## config.mk

```make
export PLATFORM = sky130hd
export DESIGN_NAME = data_move_exec
export DESIGN_NICKNAME = d
export VERILOG_FILES = /design/src/include/data_move_pkg.sv /design/src/verilog/bank_regs.sv /design/src/verilog/data_move_exec.sv
export SDC_FILE = /design/constraint.sdc
export NUM_CORES = 1
export LEC_CHECK = 0
export BUFFER_PORTS_ARGS = -buffer_cell sky130_fd_sc_hd__buf_2
export CAP_MARGIN = 25
export CORE_MARGIN = 5
export CORE_UTILIZATION = 51
export CTS_CLUSTER_SIZE = 10
export DETAILED_ROUTE_END_ITERATION = 10
export PLACE_DENSITY = 0.71
export SLEW_MARGIN = 20
export SYNTH_ARGS = -nofsm -noshare
export SYNTH_HDL_FRONTEND = slang
export SYNTH_SLANG_ARGS = --single-unit
```

## constraint.sdc

```tcl
create_clock -name CLOCK -period 7.05 [get_ports CLOCK]
set_input_delay 0.705 -clock CLOCK [delete_from_list [all_inputs] [get_ports CLOCK]]
set_output_delay 0.705 -clock CLOCK [all_outputs]
set_load 0.005 [all_outputs]
```

## src/include/data_move_pkg.sv

```systemverilog
/*
  Shared types and constants for the data-transfer instruction executor:
  opcodes, operand field layout, state set, memory request carriers.
  Assumes a byte-wide instruction stream offered one byte per request.
*/
package data_move_pkg;
  localparam logic [7:0] OP_BIT_TO_CARRY  = 8'hA2;
  localparam logic [7:0] OP_CARRY_TO_BIT  = 8'h92;
  localparam logic [7:0] OP_PTR_LOAD      = 8'h90;
  localparam logic [7:0] OP_IMM_TO_DIRECT = 8'h75;
  localparam logic [7:0] OP_ACC_TO_DIRECT = 8'hF5;
  localparam logic [7:0] OP_DIRECT_MOVE   = 8'h85;
  localparam logic [7:0] OP_LOOKUP_PTR    = 8'h93;
  localparam logic [7:0] OP_LOOKUP_PC     = 8'h83;
  localparam logic [7:0] OP_EXT_WRITE     = 8'hF0;
  localparam logic [4:0] GRP_IMM_TO_REG   = 5'h0F;
  localparam logic [4:0] GRP_ACC_TO_REG   = 5'h1F;
  localparam logic [4:0] GRP_DIR_TO_REG   = 5'h15;
  localparam logic [4:0] GRP_REG_TO_DIR   = 5'h11;
  localparam logic [6:0] GRP_IND_TO_DIR   = 7'h43;
  localparam int         REG_IDX_W        = 3;
  localparam int         BANK_DEPTH       = 8;
  localparam logic [7:0] BIT_BYTE_BASE    = 8'h20;
  localparam logic [7:0] BIT_SFR_MASK     = 8'hF8;
  localparam int         BIT_POS_W        = 3;
  localparam logic [7:0] BYTE_ZERO        = 8'h00;
  localparam logic [15:0] WORD_ZERO       = 16'h0000;
  localparam logic [15:0] PC_STEP         = 16'h0001;

  typedef enum {
    ST_OPCODE, ST_OPERAND1, ST_OPERAND2, ST_READ, ST_WAIT, ST_WRITE, ST_CODE, ST_EXT
  } state_t;

  typedef struct packed {
    logic       en;
    logic       wr;
    logic [7:0] addr;
    logic [7:0] wdata;
  } iram_req_t;

  typedef struct packed {
    logic       en;
    logic       wr;
    logic [7:0] hi;
    logic [7:0] lo;
    logic [7:0] wdata;
  } xbus_req_t;
endpackage

```

## src/verilog/bank_regs.sv

```systemverilog
/*
  Eight-entry bank register store, one write port, two read ports.
  Read data come out of registers, so a read is seen one cycle later.
*/
`timescale 1ns/100ps
module bank_regs #(
  parameter int DEPTH = data_move_pkg::BANK_DEPTH,
  parameter int IDX_W = data_move_pkg::REG_IDX_W
) (
  input  wire logic             clock,
  input  wire logic             resetn,
  input  wire logic             we,
  input  wire logic [IDX_W-1:0] widx,
  input  wire logic [7:0]       wdata,
  input  wire logic [IDX_W-1:0] ridx_a,
  input  wire logic [IDX_W-1:0] ridx_b,
  output logic      [7:0]       rdata_a,
  output logic      [7:0]       rdata_b
);
  // the decode hands over a full index, so every index must name a cell
  if (DEPTH != (1 << IDX_W)) begin : gen_bad_depth
    $error("bank depth must equal 2**IDX_W");
  end

  logic [7:0] mem [DEPTH];

  genvar g;
  generate
    for (g = 0; g < DEPTH; g++) begin : gen_cell
      always_ff @(posedge clock or negedge resetn) begin
        if (!resetn) begin
          mem[g] <= data_move_pkg::BYTE_ZERO;
        end else if (we && widx == IDX_W'(g)) begin
          mem[g] <= wdata;
        end
      end
    end
  endgenerate

  always_ff @(posedge clock or negedge resetn) begin
    if (!resetn) begin
      rdata_a <= data_move_pkg::BYTE_ZERO;
      rdata_b <= data_move_pkg::BYTE_ZERO;
    end else begin
      rdata_a <= mem[ridx_a];
      rdata_b <= mem[ridx_b];
    end
  end
endmodule

```

## src/verilog/data_move_exec.sv

```systemverilog
/*
  Executor for the data-transfer instruction group of an 8-bit core:
  bit/carry moves, pointer and bank register loads, direct and indirect
  moves into internal data memory, code table lookups, and external writes
  through the wide pointer.
  Assumes: one opcode or operand byte per accepted INSTR_VALID, internal
  memory answers a read with IRAM_RDATA while the registered request stands,
  so the data are taken at the edge after the request is issued,
  code memory answers on CODE_VALID, and the external write completes in
  the cycle its strobe is shown.
*/
`timescale 1ns/100ps
module data_move_exec (
  input  wire logic                    CLOCK,
  input  wire logic                    RESETN,
  input  wire logic                    INSTR_VALID,
  input  wire logic [7:0]              INSTR_BYTE,
  input  wire logic [15:0]             PC_IN,
  input  wire logic [7:0]              IRAM_RDATA,
  input  wire logic                    CODE_VALID,
  input  wire logic [7:0]              CODE_DATA,
  output logic                         INSTR_READY,
  output logic                         DONE,
  output data_move_pkg::iram_req_t     IRAM,
  output data_move_pkg::xbus_req_t     XBUS,
  output logic                         CODE_REQ,
  output logic [7:0]                   ACC,
  output logic                         CARRY,
  output logic [15:0]                  WIDE_POINTER_REG,
  output logic [15:0]                  PC_OUT,
  output logic                         PC_LOAD
);
  typedef struct packed {
    data_move_pkg::state_t   st;
    logic [7:0]              opcode;
    logic [7:0]              op1;
    logic [7:0]              val;
    logic [7:0]              acc;
    logic                    carry;
    logic [15:0]             ptr;
    logic [15:0]             pc;
    logic                    pc_load;
    logic                    ready;
    logic                    done;
    data_move_pkg::iram_req_t iram;
    data_move_pkg::xbus_req_t xbus;
    logic                    code_req;
    logic                    bank_we;
    logic [2:0]              bank_widx;
    logic [7:0]              bank_wdata;
  } core_t;

  core_t cur;
  core_t next_cur;
  logic [7:0] bank_a;
  logic [7:0] bank_b;
  logic [2:0] sel_idx;
  logic [2:0] ind_idx;
  logic [7:0] bit_byte;
  logic [2:0] bit_pos;

  // register index comes from the opcode for every banked form
  assign sel_idx = (cur.st == data_move_pkg::ST_OPCODE) ? INSTR_BYTE[2:0] : cur.opcode[2:0];
  // follows the held opcode once it is taken, so an operand gap cannot change the pointer register
  assign ind_idx = {2'b00, sel_idx[0]};

  bank_regs #(
    .DEPTH (data_move_pkg::BANK_DEPTH),
    .IDX_W (data_move_pkg::REG_IDX_W)
  ) u_bank (
    .clock   (CLOCK),
    .resetn  (RESETN),
    .we      (cur.bank_we),
    .widx    (cur.bank_widx),
    .wdata   (cur.bank_wdata),
    .ridx_a  (sel_idx),
    .ridx_b  (ind_idx),
    .rdata_a (bank_a),
    .rdata_b (bank_b)
  );

  // bit address split: low 128 bits live in bytes 20h..2Fh, upper in SFRs
  function automatic logic [7:0] bit_to_byte(input logic [7:0] ba);
    logic [7:0] r;
    r = ba[7] ? (ba & data_move_pkg::BIT_SFR_MASK) : (data_move_pkg::BIT_BYTE_BASE + {4'h0, ba[6:3]});
    return r;
  endfunction

  assign bit_byte = bit_to_byte(cur.op1);
  assign bit_pos  = cur.op1[data_move_pkg::BIT_POS_W-1:0];

  always_comb begin
    next_cur          = cur;
    next_cur.done     = 1'b0;
    next_cur.bank_we  = 1'b0;
    next_cur.pc_load  = 1'b0;
    next_cur.iram.en  = 1'b0;
    next_cur.iram.wr  = 1'b0;
    next_cur.xbus.en  = 1'b0;
    next_cur.xbus.wr  = 1'b0;
    next_cur.code_req = 1'b0;
    case (cur.st)
      data_move_pkg::ST_OPCODE: begin
        next_cur.ready = 1'b1;
        if (INSTR_VALID && cur.ready) begin
          next_cur.opcode = INSTR_BYTE;
          next_cur.pc     = PC_IN;
          if (INSTR_BYTE[7:3] == data_move_pkg::GRP_ACC_TO_REG) begin
            next_cur.bank_we    = 1'b1;
            next_cur.bank_widx  = INSTR_BYTE[2:0];
            next_cur.bank_wdata = cur.acc;
            next_cur.done       = 1'b1;
          end else if (INSTR_BYTE == data_move_pkg::OP_LOOKUP_PTR) begin
            next_cur.ready    = 1'b0;
            next_cur.xbus.hi  = cur.ptr[15:8] + 8'((16'(cur.acc) + {8'h00, cur.ptr[7:0]}) >> 8);
            next_cur.xbus.lo  = cur.ptr[7:0] + cur.acc;
            next_cur.code_req = 1'b1;
            next_cur.st       = data_move_pkg::ST_CODE;
          end else if (INSTR_BYTE == data_move_pkg::OP_LOOKUP_PC) begin
            next_cur.ready    = 1'b0;
            next_cur.pc       = PC_IN + data_move_pkg::PC_STEP;
            next_cur.pc_load  = 1'b1;
            {next_cur.xbus.hi, next_cur.xbus.lo} = PC_IN + data_move_pkg::PC_STEP + 16'(cur.acc);
            next_cur.code_req = 1'b1;
            next_cur.st       = data_move_pkg::ST_CODE;
          end else if (INSTR_BYTE == data_move_pkg::OP_EXT_WRITE) begin
            next_cur.ready      = 1'b0;
            next_cur.xbus.en    = 1'b1;
            next_cur.xbus.wr    = 1'b1;
            next_cur.xbus.hi    = cur.ptr[15:8];
            next_cur.xbus.lo    = cur.ptr[7:0];
            next_cur.xbus.wdata = cur.acc;
            next_cur.st         = data_move_pkg::ST_EXT;
          end else if (INSTR_BYTE[7:1] == data_move_pkg::GRP_IND_TO_DIR) begin
            next_cur.st = data_move_pkg::ST_OPERAND1; // register value read next cycle
          end else begin
            next_cur.st = data_move_pkg::ST_OPERAND1;
          end
        end
      end
      data_move_pkg::ST_OPERAND1: begin
        next_cur.ready = 1'b1;
        if (INSTR_VALID && cur.ready) begin
          next_cur.op1 = INSTR_BYTE;
          next_cur.st  = data_move_pkg::ST_OPCODE;
          if (cur.opcode[7:3] == data_move_pkg::GRP_IMM_TO_REG) begin
            next_cur.bank_we    = 1'b1;
            next_cur.bank_widx  = cur.opcode[2:0];
            next_cur.bank_wdata = INSTR_BYTE;
            next_cur.done       = 1'b1;
          end else if (cur.opcode == data_move_pkg::OP_ACC_TO_DIRECT) begin
            next_cur.iram = '{en: 1'b1, wr: 1'b1, addr: INSTR_BYTE, wdata: cur.acc};
            next_cur.done = 1'b1;
          end else if (cur.opcode[7:3] == data_move_pkg::GRP_REG_TO_DIR) begin
            next_cur.iram = '{en: 1'b1, wr: 1'b1, addr: INSTR_BYTE, wdata: bank_a};
            next_cur.ready = 1'b0;
            next_cur.st    = data_move_pkg::ST_WAIT;
          end else if (cur.opcode[7:1] == data_move_pkg::GRP_IND_TO_DIR) begin
            next_cur.iram  = '{en: 1'b1, wr: 1'b0, addr: bank_b, wdata: data_move_pkg::BYTE_ZERO};
            next_cur.ready = 1'b0;
            next_cur.st    = data_move_pkg::ST_READ;
          end else if (cur.opcode[7:3] == data_move_pkg::GRP_DIR_TO_REG
                       || cur.opcode == data_move_pkg::OP_BIT_TO_CARRY
                       || cur.opcode == data_move_pkg::OP_CARRY_TO_BIT) begin
            next_cur.iram.en   = 1'b1;
            next_cur.iram.addr = cur.opcode[7] && !cur.opcode[3] && cur.opcode[1] ? bit_to_byte(INSTR_BYTE) : INSTR_BYTE;
            next_cur.ready     = 1'b0;
            next_cur.st        = data_move_pkg::ST_READ;
          end else begin
            next_cur.st = data_move_pkg::ST_OPERAND2; // pointer load, immediate store, direct move
          end
        end
      end
      data_move_pkg::ST_OPERAND2: begin
        next_cur.ready = 1'b1;
        if (INSTR_VALID && cur.ready) begin
          next_cur.ready = 1'b0;
          next_cur.st    = data_move_pkg::ST_WAIT;
          if (cur.opcode == data_move_pkg::OP_PTR_LOAD) begin
            next_cur.ptr = {cur.op1, INSTR_BYTE};
          end else if (cur.opcode == data_move_pkg::OP_IMM_TO_DIRECT) begin
            next_cur.iram = '{en: 1'b1, wr: 1'b1, addr: cur.op1, wdata: INSTR_BYTE};
          end else begin
            next_cur.iram  = '{en: 1'b1, wr: 1'b0, addr: INSTR_BYTE, wdata: data_move_pkg::BYTE_ZERO};
            next_cur.val   = cur.op1; // destination kept until source byte returns
            next_cur.st    = data_move_pkg::ST_WRITE;
          end
        end
      end
      data_move_pkg::ST_READ: begin
        next_cur.ready = 1'b0;
        next_cur.st    = data_move_pkg::ST_WAIT;
        if (cur.opcode == data_move_pkg::OP_BIT_TO_CARRY) begin
          next_cur.carry = IRAM_RDATA[bit_pos];
          next_cur.ready = 1'b1;
          next_cur.done  = 1'b1;
          next_cur.st    = data_move_pkg::ST_OPCODE;
        end else if (cur.opcode == data_move_pkg::OP_CARRY_TO_BIT) begin
          next_cur.iram = '{en: 1'b1, wr: 1'b1, addr: bit_byte, wdata: IRAM_RDATA};
          next_cur.iram.wdata[bit_pos] = cur.carry;
        end else if (cur.opcode[7:1] == data_move_pkg::GRP_IND_TO_DIR) begin
          next_cur.iram = '{en: 1'b1, wr: 1'b1, addr: cur.op1, wdata: IRAM_RDATA};
        end else begin
          next_cur.bank_we    = 1'b1;
          next_cur.bank_widx  = cur.opcode[2:0];
          next_cur.bank_wdata = IRAM_RDATA;
        end
      end
      data_move_pkg::ST_WRITE: begin
        next_cur.ready = 1'b0;
        next_cur.iram  = '{en: 1'b1, wr: 1'b1, addr: cur.val, wdata: IRAM_RDATA};
        next_cur.st    = data_move_pkg::ST_WAIT;
      end
      data_move_pkg::ST_CODE: begin
        next_cur.ready = 1'b0;
        // address stays on the port pair until the code byte arrives
        if (CODE_VALID) begin
          next_cur.acc   = CODE_DATA;
          next_cur.done  = 1'b1;
          next_cur.ready = 1'b1;
          next_cur.st    = data_move_pkg::ST_OPCODE;
        end else begin
          next_cur.code_req = 1'b1;
        end
      end
      data_move_pkg::ST_EXT: begin
        next_cur.ready = 1'b1;
        next_cur.done  = 1'b1;
        next_cur.st    = data_move_pkg::ST_OPCODE;
      end
      data_move_pkg::ST_WAIT: begin
        next_cur.ready = 1'b1;
        next_cur.done  = 1'b1;
        next_cur.st    = data_move_pkg::ST_OPCODE;
      end
      default: begin
        next_cur.st = data_move_pkg::ST_OPCODE;
      end
    endcase
  end

  always_ff @(posedge CLOCK or negedge RESETN) begin
    if (!RESETN) begin
      cur <= '{st: data_move_pkg::ST_OPCODE, ptr: data_move_pkg::WORD_ZERO, pc: data_move_pkg::WORD_ZERO,
               default: '0};
    end else begin
      cur <= next_cur;
    end
  end

  assign INSTR_READY      = cur.ready;
  assign DONE             = cur.done;
  assign IRAM             = cur.iram;
  assign XBUS             = cur.xbus;
  assign CODE_REQ         = cur.code_req;
  assign ACC              = cur.acc;
  assign CARRY            = cur.carry;
  assign WIDE_POINTER_REG = cur.ptr;
  assign PC_OUT           = cur.pc;
  assign PC_LOAD          = cur.pc_load;

  chk_ptr_load_order: assert property (@(posedge CLOCK) disable iff (!RESETN)
    (cur.st == data_move_pkg::ST_OPERAND2 && cur.opcode == data_move_pkg::OP_PTR_LOAD && INSTR_VALID && cur.ready)
    |=> WIDE_POINTER_REG == {$past(cur.op1), $past(INSTR_BYTE)}) else $error("pointer load order wrong");
  chk_acc_to_reg: assert property (@(posedge CLOCK) disable iff (!RESETN)
    (cur.st == data_move_pkg::ST_OPCODE && INSTR_VALID && cur.ready && INSTR_BYTE[7:3] == data_move_pkg::GRP_ACC_TO_REG)
    |=> cur.bank_we && cur.bank_wdata == $past(ACC)) else $error("acc to register not written");
  chk_ext_ports: assert property (@(posedge CLOCK) disable iff (!RESETN)
    (XBUS.en && XBUS.wr) |-> {XBUS.hi, XBUS.lo} == WIDE_POINTER_REG && XBUS.wdata == ACC)
    else $error("external write address wrong");
  chk_ext_done: assert property (@(posedge CLOCK) disable iff (!RESETN)
    (XBUS.en && XBUS.wr) |=> DONE) else $error("external write not finished in two cycles");
  chk_lookup_pc: assert property (@(posedge CLOCK) disable iff (!RESETN)
    (cur.st == data_move_pkg::ST_OPCODE && INSTR_VALID && cur.ready && INSTR_BYTE == data_move_pkg::OP_LOOKUP_PC)
    |=> PC_LOAD && {XBUS.hi, XBUS.lo} == $past(PC_IN) + data_move_pkg::PC_STEP + 16'($past(ACC)))
    else $error("pc lookup address");
  chk_lookup_load: assert property (@(posedge CLOCK) disable iff (!RESETN)
    (cur.st == data_move_pkg::ST_CODE && CODE_VALID) |=> ACC == $past(CODE_DATA) && DONE) else $error("lookup load");
  chk_carry_stable: assert property (@(posedge CLOCK) disable iff (!RESETN)
    (cur.opcode != data_move_pkg::OP_BIT_TO_CARRY) |=> $stable(CARRY)) else $error("carry changed");
  chk_acc_direct: assert property (@(posedge CLOCK) disable iff (!RESETN)
    (cur.st == data_move_pkg::ST_OPERAND1 && cur.opcode == data_move_pkg::OP_ACC_TO_DIRECT && INSTR_VALID && cur.ready)
    |=> IRAM.en && IRAM.wr && IRAM.addr == $past(INSTR_BYTE) && IRAM.wdata == ACC && DONE) else $error("acc store");
  chk_imm_reg: assert property (@(posedge CLOCK) disable iff (!RESETN)
    (cur.st == data_move_pkg::ST_OPERAND1 && cur.opcode[7:3] == data_move_pkg::GRP_IMM_TO_REG && INSTR_VALID
     && cur.ready)
    |=> cur.bank_we && cur.bank_wdata == $past(INSTR_BYTE)) else $error("immediate to register");
  cov_ext_write: cover property (@(posedge CLOCK) XBUS.en && XBUS.wr);
  cov_lookup: cover property (@(posedge CLOCK) cur.st == data_move_pkg::ST_CODE && CODE_VALID);
  cov_bit_carry: cover property (@(posedge CLOCK) cur.st == data_move_pkg::ST_READ
    && cur.opcode == data_move_pkg::OP_BIT_TO_CARRY);
endmodule
```

==> flow_summary.yaml, run 1 <==
finish:
  area_growth_syn_to_fin_pct: 8.13
  final_layout_size_suffix_gt1_share_pct: 23.3
  postLayoutCoreUtil_pct: 55.6
  final_cell_count_no_fill: 1566
  seqCellArea_sq_um: 5180
  filler_cell_count: 2128
  multi_input_comb_area_sq_um: 5780
  antenna_diode_count: 0
  finish.net_count: 1309
  layout.cells.most_common: "sky130_fd_sc_hd__dfrtp_1"
  mostFrequentLayoutCells: "207 x sky130_fd_sc_hd__dfrtp_1, 171 x sky130_fd_sc_hd__nand2_1, 132 x sky130_fd_sc_hd__buf_2, 81 x sky130_fd_sc_hd__mux2_2, 81 x sky130_fd_sc_hd__o21ai_0"
pwr:
  irDropWorstVdd_mv: 0.210
  power_report.internal_total_mw: 2.67
  p_sw_mw: 1.42
  power.share.combinational_pct: 28.1
  p_per_area_nw_per_um2: 315
  clock_power_share_pct: 28.0
  switching_share_pct: 34.7
  pwr-share-seq_pct: 43.9
  p_leak_nw: 6.07
sta:
  timing.slew.headroom_pct: 34.5
  hold_viol_final: 0
  min_period_over_period_pct: 48.8
  achievable-frequency_mhz: 291
  fin_tns_setup_ns: 0
  setup_viol_count_final: 0
  final.min_clock_period_ns: 3.44
  report.final.slew_viol_count: 0
  worstMarginPinSlew_ns: 0.979
  finalClockSkew_ns: 0.0144
  rsz0062_at_grt: "false"
logic_synthesis:
  synthCells: 1225
  synth-edff-count: 0
  syn-cell-area_sq_um: 12000
  yosysTopAreaCell: "sky130_fd_sc_hd__dfrtp_1"
  yosysWarningCount: 0
  avgSynthCellArea_sq_um: 9.78
  synth.lib_cells_used.distinct: 79
  synthTopCellsByArea: "sky130_fd_sc_hd__dfrtp_1 43%, sky130_fd_sc_hd__mux2_2 7.6%, sky130_fd_sc_hd__nand2_1 5.4%"
  asyncSetResetFlopFracSynth_pct: 100
  postSynth.topFlopCell: "sky130_fd_sc_hd__dfrtp_1"
  yosys_register_bits: 207
  synth_sequential_area_ratio_pct: 43.2
  synthesis.nets: 1292
  synthDominantCellAreaShare_pct: 43.2
run:
  cap_viol_max_count: 0
worst_setup_path:
  timing.critical_path.from_type: "register"
  critical_path.slowest_cell: "sky130_fd_sc_hd__dfrtp_1"
  critical-path-top-delay-family: "compound AO/OA/AOI/OAI gates"
  path_cells: "ha_1 > fa_1 > a21o_1 > a21oi_1 > o21ai_0 > a21o_1 > a21o_1 > ha_1 > ha_1 > nor3b_1 > o21ai_0 > a21oi_1 > a21oi_1 > o31ai_1"
  cp-end-kind: "register"
  arrival_ns: 3.82
  critical_path_peak_fanout: 7
  critical_path_required_ns: 7.43
  worst_setup_path_category: "register to register"
  critPathMaxStageDelay_ns: 0.47
  cp_num_buf_inv: 0
  regToRegSetupSlack_ns: 3.61
worst_hold_path:
  worst_hold_path_type: "input pin to async pin"
die:
  pin_count: 133
  core-area_sq_um: 23300
  fp.dieH_um: 163
  fp.dieArea_sq_um: 26700
  rows: 56
  initial_utilization_pct: 51.4
  die_width_um: 163
routing:
  wl_per_cell_um: 19.9
  avgViaCountPerCell: 5.92
  met3WireLength_um: 2380
  dr.first_iter.drc_count: 822
  drt-total-wl_um: 31200
  antenna_violation_net_count_after_detailed_routing: 0
  topRoutingLayerUsed: "met5"
  drt-met1-wl_um: 13000
  route.met2.wl_um: 14800
  count_of_vias_placed_by_the_detailed_router: 9271
  drc_errors: 0
  detail_route.first_pass.iterations: 6
outcome:
  status: "finished clean"
global_route:
  grt_antenna_before_repair: 1
  wire_length_of_the_first_global_routing_pass_um: 50500
  pin_count_of_the_biggest_net_entering_global_routing: 87
  grt_pass1_vias: 9185
  globalRouteTotalUtil_pct: 23.6
  grt_remaining_overflow: 0
placement:
  post-dp-hpwl_um: 22400
  place.gp.congestion: 0.897
  dp.cells: 1534
  buffer_ports.inserted: 132
clock_tree:
  cts_htree_levels: 1
  clock-root-buffer: "sky130_fd_sc_hd__clkbuf_16"
  cts_inserted_buffers: 25
  cts_hold_buffers: 0
  clkLatencyLatePin_ns: 0.53
  clock_sink_count: 207
  ctsResizeCount: 0
  tritoncts: "done"
  clk_path_buf_depth: 3
  worst_setup_hold_path_clk_slew_ns: 0.05
  postCtsSetupRepairBufs: 0
==> metrics by stage <==
stage,area [sq um],setup WS [ns],hold WS [ns],total power [mW]
CTS,13000,3.64,0.257,4.12
global placement,12200,3.63,0.457,2.90
finish,13000,3.61,0.244,4.09
detailed placement,12300,3.59,0.464,2.96
global route,13000,3.34,0.307,4.33
floorplan,12000,3.98,0.409,2.63
==> power by group through the flow <==
stage	Clock [mW]	Combinational, mW	Sequential [mW]
2_1_floorplan	0	0.980	1.65
3_3_place_gp	0	1.10	1.79
3_5_place_dp	0	1.15	1.81
4_1_cts	1.17	1.16	1.79
5_1_grt	1.22	1.28	1.84
6_report	1.15	1.15	1.79
==> state kept, by name (all words and copies together), names as in the netlist <==
name,count
IRAM,18
CARRY,1
XBUS,25
u_bank.rdata_a,8
u_bank.rdata_b,8
bit_pos,3
PC_LOAD,1
PC_OUT,16
u_bank.mem,64
INSTR_READY,1
ACC,8
cur,36
DONE,1
CODE_REQ,1
WIDE_POINTER_REG,16
==> logic make-up after synthesis <==
logic type | Yosys count | share of synthesized area, %
buf+inv | 183 | 8.74
flops | 207 | 43.2
simple gates | 362 | 15.3
fa+ha+maj | 23 | 2.53
xor+xnor | 43 | 3.14
mux | 136 | 12.3
compound gates | 271 | 14.8
==> cells in the mapped netlist (all sizes together) (6+ instances only) <==
library cell    n
nand2b          9
xor2           18
xnor2          25
and2            7
o22ai          10
o21ai         112
mux2i          42
nand3          23
a222oi         19
a31oi          12
nor3           31
clkbuf         47
a21oi          41
nor3b           7
dfrtp         207
nand2         171
a21o            6
inv            26
nand4          13
mux2           94
or2             7
and3            6
a22o           10
a22oi           9
nor2           53
o211ai         14
ha             21
buf           110
nor4            6
==> routing by layer <==
layer | GRT usage, % | vias up
met4 | 6.79 | 2
met1 | 32.4 | 4480
met2 | 38.9 | 381
li1 | - | 4326
met5 | 0 | -
met3 | 3.81 | 82
==> area by class of cell <==
class	count	share of cell area (%)
Multi-Input combinational cell	835	44.6
Tap cell	319	3.08
Clock inverter	3	0.232
Sequential cell	207	40.0
Inverter	26	0.753
Clock buffer	29	5.17
Timing Repair Buffer	147	6.17
==> path summary, 6_finish.rpt <==
| kind | from | endpoint | cells past startpoint |
|---|---|---|---|
| max | ACC[0]$_DFFE_PN0P_ | XBUS[18]$_DFFE_PN0P_ | 14 |
| min | RESETN | XBUS[4]$_DFFE_PN0P_ | 1 |
| max reg2reg | ACC[0]$_DFFE_PN0P_ | XBUS[18]$_DFFE_PN0P_ | 14 |
| min reg2reg | IRAM[1]$_DFFE_PN0P_ | IRAM[1]$_DFFE_PN0P_ | 2 |
| max in group asynchronous | RESETN | u_bank.mem[56]$_DFFE_PN0P_ | 2 |
| min in group CLOCK | CODE_DATA[3] | ACC[3]$_DFFE_PN0P_ | 2 |
No activity file was read; power rests on OpenSTA's default activity.
==> run 2: changes to the inputs <==
--- a/config.mk
+++ b/config.mk
@@ -5,6 +5,7 @@
 export SDC_FILE = /design/constraint.sdc
 export NUM_CORES = 1
 export LEC_CHECK = 0
+export ABC_AREA = 1
 export BUFFER_PORTS_ARGS = -buffer_cell sky130_fd_sc_hd__buf_2
 export CAP_MARGIN = 25
 export CORE_MARGIN = 5
==> constraint.sdc (replaced) <==
create_clock -name CLOCK -period 3.3 [get_ports CLOCK]
set_input_delay 0.33 -clock CLOCK [delete_from_list [all_inputs] [get_ports CLOCK]]
set_output_delay 0.33 -clock CLOCK [all_outputs]
set_load 0.005 [all_outputs]
==> flow_summary.yaml, run 2 <==
outcome:
  status: "finished clean"
die:
  rows: 55
  pin_count: 133
  core-area_sq_um: 22800
  fp.dieH_um: 163
  initial_utilization_pct: 52.1
  fp.dieArea_sq_um: 26400
  die_width_um: 163
sta:
  min_period_over_period_pct: 92.8
  setup_viol_count_final: 0
  worstMarginPinSlew_ns: 0.937
  report.final.slew_viol_count: 0
  hold_viol_final: 0
  achievable-frequency_mhz: 327
  fin_tns_setup_ns: 0
  timing.slew.headroom_pct: 37.4
  finalClockSkew_ns: 0.0164
  final_hold_slack_ns: 0.0678
  rsz0062_at_grt: "false"
  post-route-worst-setup-slack_ns: 0.238
  final.min_clock_period_ns: 3.06
finish:
  finish.net_count: 1644
  area_growth_syn_to_fin_pct: 9.32
  final_layout_size_suffix_gt1_share_pct: 15.1
  mostFrequentLayoutCells: "333 x sky130_fd_sc_hd__nand2_1, 207 x sky130_fd_sc_hd__dfrtp_1, 203 x sky130_fd_sc_hd__o21ai_0, 147 x sky130_fd_sc_hd__inv_1, 131 x sky130_fd_sc_hd__buf_2"
  layout.cells.most_common: "sky130_fd_sc_hd__nand2_1"
  antenna_diode_count: 0
  largest_register: "u_bank.mem"
  postLayoutCoreUtil_pct: 57.0
  largest_register_ffs: 64
  fin_area_sq_um: 13000
  final_cell_count_no_fill: 1899
routing:
  drc_errors: 0
  antenna_violation_net_count_after_detailed_routing: 0
  wl_per_cell_um: 18.4
  count_of_vias_placed_by_the_detailed_router: 10600
  avgViaCountPerCell: 5.59
  dr.first_iter.drc_count: 972
  detail_route.first_pass.iterations: 5
  drt-total-wl_um: 35000
worst_setup_path:
  timing.reg2reg.worst_path_depth: 17
  endpoint: "XBUS[20]$_DFFE_PN0P_"
  cp-end-kind: "register"
  regToRegStartpoint: "WIDE_POINTER_REG[0]$_DFFE_PN0P_"
  critical_path_peak_fanout: 4
  critPathMaxStageDelay_ns: 0.42
  path_cells: "ha_1 > fa_1 > nand3_1 > nand3_1 > a21oi_1 > o21bai_1 > a21oi_1 > o21bai_1 > ha_1 > ha_1 > nand2_1 > nor2_1 > or2_2 > a31oi_1 > nand3_1 > o21ai_1 > inv_1"
  critical_path.slowest_cell: "sky130_fd_sc_hd__fa_1"
  worst-path-stages: 17
  timing.critical_path.from_type: "register"
  reg2reg_to: "XBUS[20]$_DFFE_PN0P_"
  critical_path_required_ns: 3.73
  arrival_ns: 3.49
  regToRegSetupSlack_ns: 0.24
  cp_num_buf_inv: 1
  worst_setup_path_category: "register to register"
  critical_path.startpoint: "WIDE_POINTER_REG[0]$_DFFE_PN0P_"
  critical-path-top-delay-family: "adder cells"
pwr:
  p_per_area_nw_per_um2: 765
  clock_power_share_pct: 24.9
  p_leak_nw: 6.39
  p_sw_mw: 3.93
  power_report.internal_total_mw: 6.00
  finalPower_mw: 9.93
  pwr-share-seq_pct: 39.3
  irDropWorstVdd_mv: 0.523
  power.share.combinational_pct: 35.8
  switching_share_pct: 39.6
placement:
  post-dp-hpwl_um: 25300
  place.gp.congestion: 0.967
  dp.cells: 1862
  dpl_worst_slack_ns: 0.282
  place_area_sq_um: 12300
  buffer_ports.inserted: 132
clock_tree:
  clock_sink_count: 207
  clk_path_buf_depth: 3
  clkLatencyLatePin_ns: 0.53
  ctsResizeCount: 0
  tritoncts: "done"
  cts_inserted_buffers: 25
  clock-root-buffer: "sky130_fd_sc_hd__clkbuf_16"
  cts_htree_levels: 1
  worst_setup_hold_path_clk_slew_ns: 0.06
logic_synthesis:
  postSynth.topFlopCell: "sky130_fd_sc_hd__dfrtp_1"
  netlist_top_cells_count: "333 x sky130_fd_sc_hd__nand2_1, 207 x sky130_fd_sc_hd__dfrtp_1, 203 x sky130_fd_sc_hd__o21ai_0, 147 x sky130_fd_sc_hd__inv_1, 125 x sky130_fd_sc_hd__nor2_1"
  yosys_register_bits: 207
  yosysWarningCount: 0
  synth.lib_cells_used.distinct: 52
  syn-cell-area_sq_um: 11900
  synthTopCellsByArea: "sky130_fd_sc_hd__dfrtp_1 44%, sky130_fd_sc_hd__nand2_1 11%, sky130_fd_sc_hd__o21ai_0 8.6%"
  asyncSetResetFlopFracSynth_pct: 100
  yosysTopAreaCell: "sky130_fd_sc_hd__dfrtp_1"
  synthCells: 1527
  yosysMostFrequentCell: "sky130_fd_sc_hd__nand2_1"
  synthesis.nets: 1594
  synth-edff-count: 0
  synth_sequential_area_ratio_pct: 43.6
  synthDominantCellAreaShare_pct: 43.6
  avgSynthCellArea_sq_um: 7.78
global_route:
  globalRouteTotalUtil_pct: 26.4
  grt_pass1_vias: 10200
  grt_remaining_overflow: 0
  grt_antenna_before_repair: 0
  pin_count_of_the_biggest_net_entering_global_routing: 78
  wire_length_of_the_first_global_routing_pass_um: 56200
worst_hold_path:
  worst_hold_path_type: "input pin to register"
run:
  cap_viol_max_count: 0
## run 2: logic make-up after synthesis
group / after synthesis / synth area share [%]
xor+xnor: 19 / 1.40
buf+inv: 291 / 12.2
simple gates: 614 / 22.5
fa+ha+maj: 23 / 2.55
flops: 207 / 43.6
compound gates: 373 / 17.7
## run 2: how the worst min path moves through the flow
stage / from / cells after the start / endpoint
after floorplan: RESETN / 0 / ACC[0]$_DFFE_PN0P_
after global placement: RESETN / 1 / PC_OUT[13]$_DFFE_PN0P_
after detailed placement: RESETN / 1 / PC_OUT[13]$_DFFE_PN0P_
after CTS: CODE_DATA[6] / 3 / ACC[6]$_DFFE_PN0P_
after global routing: IRAM_RDATA[2] / 3 / cur[2]$_DFFE_PN0P_
final: CODE_DATA[6] / 3 / ACC[6]$_DFFE_PN0P_
## run 2: timing repair
item	in CTS	in global routing
setup buffers	0	0
hold buffers	1	0
hold endpoints to repair	73	0
## run 2: routing by layer
layer / vias up / GRT usage (%) / part of all wire [%]
li1: 5088 / - / -
met1: 5062 / 35.9 / 42
met2: 392 / 44.3 / 48
met3: 72 / 4.00 / 7.5
met4: 0 / 7.66 / 2.9
met5: - / 0 / 0
## run 2: power by group through the flow
stage | Sequential (mW) | Combinational (mW) | Clock (mW)
finish | 3.90 | 3.56 | 2.47
global route | 3.99 | 4.02 | 2.62
CTS | 3.88 | 3.55 | 2.51
detailed placement | 3.91 | 3.53 | 0
global placement | 3.90 | 3.48 | 0
floorplan | 3.74 | 2.71 | 0
## run 2: layout make-up
cell class,instances,area [sq um]
fill,2136,9790
clock buffer,35,693
timing repair buffer,154,850
inverter,160,603
sequential,207,5180
tap,313,392
clock inverter,1,8.76
multi-input combinational,1029,5260
## run 2: worst register-to-register path, cell delays in order (launching register included)
cell and delay (ns):
sky130_fd_sc_hd__dfrtp_1 0.41, sky130_fd_sc_hd__ha_1 0.23, sky130_fd_sc_hd__fa_1 0.42, sky130_fd_sc_hd__nand3_1 0.09, sky130_fd_sc_hd__nand3_1 0.12, sky130_fd_sc_hd__a21oi_1 0.17
sky130_fd_sc_hd__o21bai_1 0.11, sky130_fd_sc_hd__a21oi_1 0.14, sky130_fd_sc_hd__o21bai_1 0.09, sky130_fd_sc_hd__ha_1 0.20, sky130_fd_sc_hd__ha_1 0.20, sky130_fd_sc_hd__nand2_1 0.08
sky130_fd_sc_hd__nor2_1 0.06, sky130_fd_sc_hd__or2_2 0.27, sky130_fd_sc_hd__a31oi_1 0.16, sky130_fd_sc_hd__nand3_1 0.09, sky130_fd_sc_hd__o21ai_1 0.07, sky130_fd_sc_hd__inv_1 0.05
==> run 3: changes to the inputs <==
--- a/config.mk
+++ b/config.mk
@@ -6,7 +6,7 @@
 export NUM_CORES = 1
 export LEC_CHECK = 0
 export ABC_AREA = 1
-export BUFFER_PORTS_ARGS = -buffer_cell sky130_fd_sc_hd__buf_2
+export BUFFER_PORTS_ARGS = -buffer_cell sky130_fd_sc_hd__buf_4
 export CAP_MARGIN = 25
 export CORE_MARGIN = 5
 export CORE_UTILIZATION = 51
==> flow_summary.yaml, run 3 (synthesis gave the netlist of run 2 again) <==
routing:
  detail_route.first_pass.iterations: 8
  antenna_violation_net_count_after_detailed_routing: 0
  wl_per_cell_um: 18.3
  dr.first_iter.drc_count: 1006
  count_of_vias_placed_by_the_detailed_router: 10600
  drt-total-wl_um: 34800
  drc_errors: 0
  avgViaCountPerCell: 5.58
worst_setup_path:
  critical_path_peak_fanout: 4
  critPathMaxStageDelay_ns: 0.42
  timing.critical_path.from_type: "register"
  critical-path-top-delay-family: "adder cells"
  critical_path.slowest_cell: "sky130_fd_sc_hd__dfrtp_1"
  path_cells: "ha_1 > fa_1 > nand3_1 > nand3_1 > a21oi_2 > o21bai_1 > a21oi_1 > o21bai_1 > ha_1 > ha_1 > nand2_1 > nor2_1 > or2_2 > a31oi_1 > nand3_1 > o21ai_1 > inv_1"
  cp-end-kind: "register"
  critical_path_required_ns: 3.71
  arrival_ns: 3.47
  worst_setup_path_category: "register to register"
  cp_num_buf_inv: 1
  regToRegSetupSlack_ns: 0.24
clock_tree:
  worst_setup_hold_path_clk_slew_ns: 0.06
  tritoncts: "done"
  clock-root-buffer: "sky130_fd_sc_hd__clkbuf_16"
  clock_sink_count: 207
  clkLatencyLatePin_ns: 0.52
  cts_htree_levels: 1
  clk_path_buf_depth: 3
  cts_inserted_buffers: 25
sta:
  min_period_over_period_pct: 92.6
  worstMarginPinSlew_ns: 0.922
  achievable-frequency_mhz: 327
  rsz0062_at_grt: "false"
  timing.slew.headroom_pct: 38.4
  hold_viol_final: 0
  report.final.slew_viol_count: 0
  post-route-worst-setup-slack_ns: 0.243
  finalClockSkew_ns: 0.0111
  fin_tns_setup_ns: 0
  final.min_clock_period_ns: 3.06
  setup_viol_count_final: 0
placement:
  post-dp-hpwl_um: 25500
  dpl_worst_slack_ns: 0.251
  dp.cells: 1862
  buffer_ports.inserted: 132
  place_area_sq_um: 12600
  place.gp.congestion: 0.959
die:
  die_width_um: 163
  fp.dieArea_sq_um: 26400
  rows: 55
  pin_count: 133
  initial_utilization_pct: 52.1
  fp.dieH_um: 163
  core-area_sq_um: 22800
finish:
  final_cell_count_no_fill: 1898
  area_growth_syn_to_fin_pct: 12.0
  postLayoutCoreUtil_pct: 58.4
  finish.net_count: 1644
  fin_area_sq_um: 13300
  antenna_diode_count: 0
  mostFrequentLayoutCells: "333 x sky130_fd_sc_hd__nand2_1, 207 x sky130_fd_sc_hd__dfrtp_1, 203 x sky130_fd_sc_hd__o21ai_0, 151 x sky130_fd_sc_hd__buf_4, 147 x sky130_fd_sc_hd__inv_1"
  largest_register_ffs: 64
  final_layout_size_suffix_gt1_share_pct: 15.1
  largest_register: "u_bank.mem"
  layout.cells.most_common: "sky130_fd_sc_hd__nand2_1"
pwr:
  pwr-share-seq_pct: 39.0
  clock_power_share_pct: 24.0
  p_sw_mw: 3.91
  irDropWorstVdd_mv: 0.541
  power.share.combinational_pct: 36.9
  p_per_area_nw_per_um2: 755
  p_leak_nw: 6.45
  power_report.internal_total_mw: 6.13
  switching_share_pct: 39.0
global_route:
  globalRouteTotalUtil_pct: 26.3
  grt_antenna_before_repair: 0
  pin_count_of_the_biggest_net_entering_global_routing: 100
  grt_remaining_overflow: 0
  grt_pass1_vias: 10200
  wire_length_of_the_first_global_routing_pass_um: 55700
worst_hold_path:
  worst_hold_path_type: "input pin to register"
outcome:
  status: "finished clean"
run:
  cap_viol_max_count: 0
[run 3: through the flow]
| step | hold slack [ns] | power [mW] |
|---|---|---|
| final | 0.0726 | 10.0 |
| after global routing | 0.0624 | 10.8 |
| after CTS | 0.0540 | 10.1 |
| after detailed placement | 0.459 | 7.62 |
| after global placement | 0.460 | 7.53 |
| after floorplan | 0.0344 | 6.45 |
[run 3: worst register-to-register path, delay by kind of cell (launching register included)]
family	cells	cell delay, ns
AO/OA/AOI/OAI	6	0.72
flip-flops	1	0.42
buffers and inverters	1	0.05
AND/OR/NAND/NOR	6	0.73
adder cells (fa/ha/maj)	4	1.05
[run 3: final cells by class]
cell class,count,area [sq um]
clock buffer,33,676
clock inverter,2,13.8
fill,2112,9480
inverter,160,603
multi-input combinational,1029,5260
sequential,207,5180
tap,313,392
timing repair buffer,154,1180
[run 3: repair_timing]
item                                   in CTS  in global routing
gates resized for setup                     0                  1
endpoints found under the hold margin      95                  0
setup endpoints to repair                   0                  1
hold buffers                                1                  0
setup buffers                               0                  0
[run 3: power groups by stage]
stage | logic [mW] | registers, mW | clock network, mW
after floorplan | 2.71 | 3.74 | 0
after global placement | 3.62 | 3.91 | 0
after detailed placement | 3.69 | 3.93 | 0
after CTS | 3.71 | 3.90 | 2.46
after global routing | 4.18 | 4.01 | 2.58
final | 3.71 | 3.92 | 2.41
[run 3: final timing paths]
path / start / to / cells after the start
max: WIDE_POINTER_REG[0]$_DFFE_PN0P_ / XBUS[20]$_DFFE_PN0P_ / 17
min: IRAM_RDATA[2] / cur[2]$_DFFE_PN0P_ / 3
max reg2reg: WIDE_POINTER_REG[0]$_DFFE_PN0P_ / XBUS[20]$_DFFE_PN0P_ / 17
min reg2reg: u_bank.mem[13]$_DFFE_PN0P_ / u_bank.mem[13]$_DFFE_PN0P_ / 2
max in group asynchronous: RESETN / u_bank.mem[24]$_DFFE_PN0P_ / 3
min in group asynchronous: RESETN / PC_OUT[12]$_DFFE_PN0P_ / 2
[run 3: routing by layer]
layer	track usage (%)	vias up	part of all wire [%]
met5	0	-	0
met1	34.4	4951	40
li1	-	5083	-
met3	5.42	89	8.7
met2	44.4	459	48
met4	7.51	0	3.1
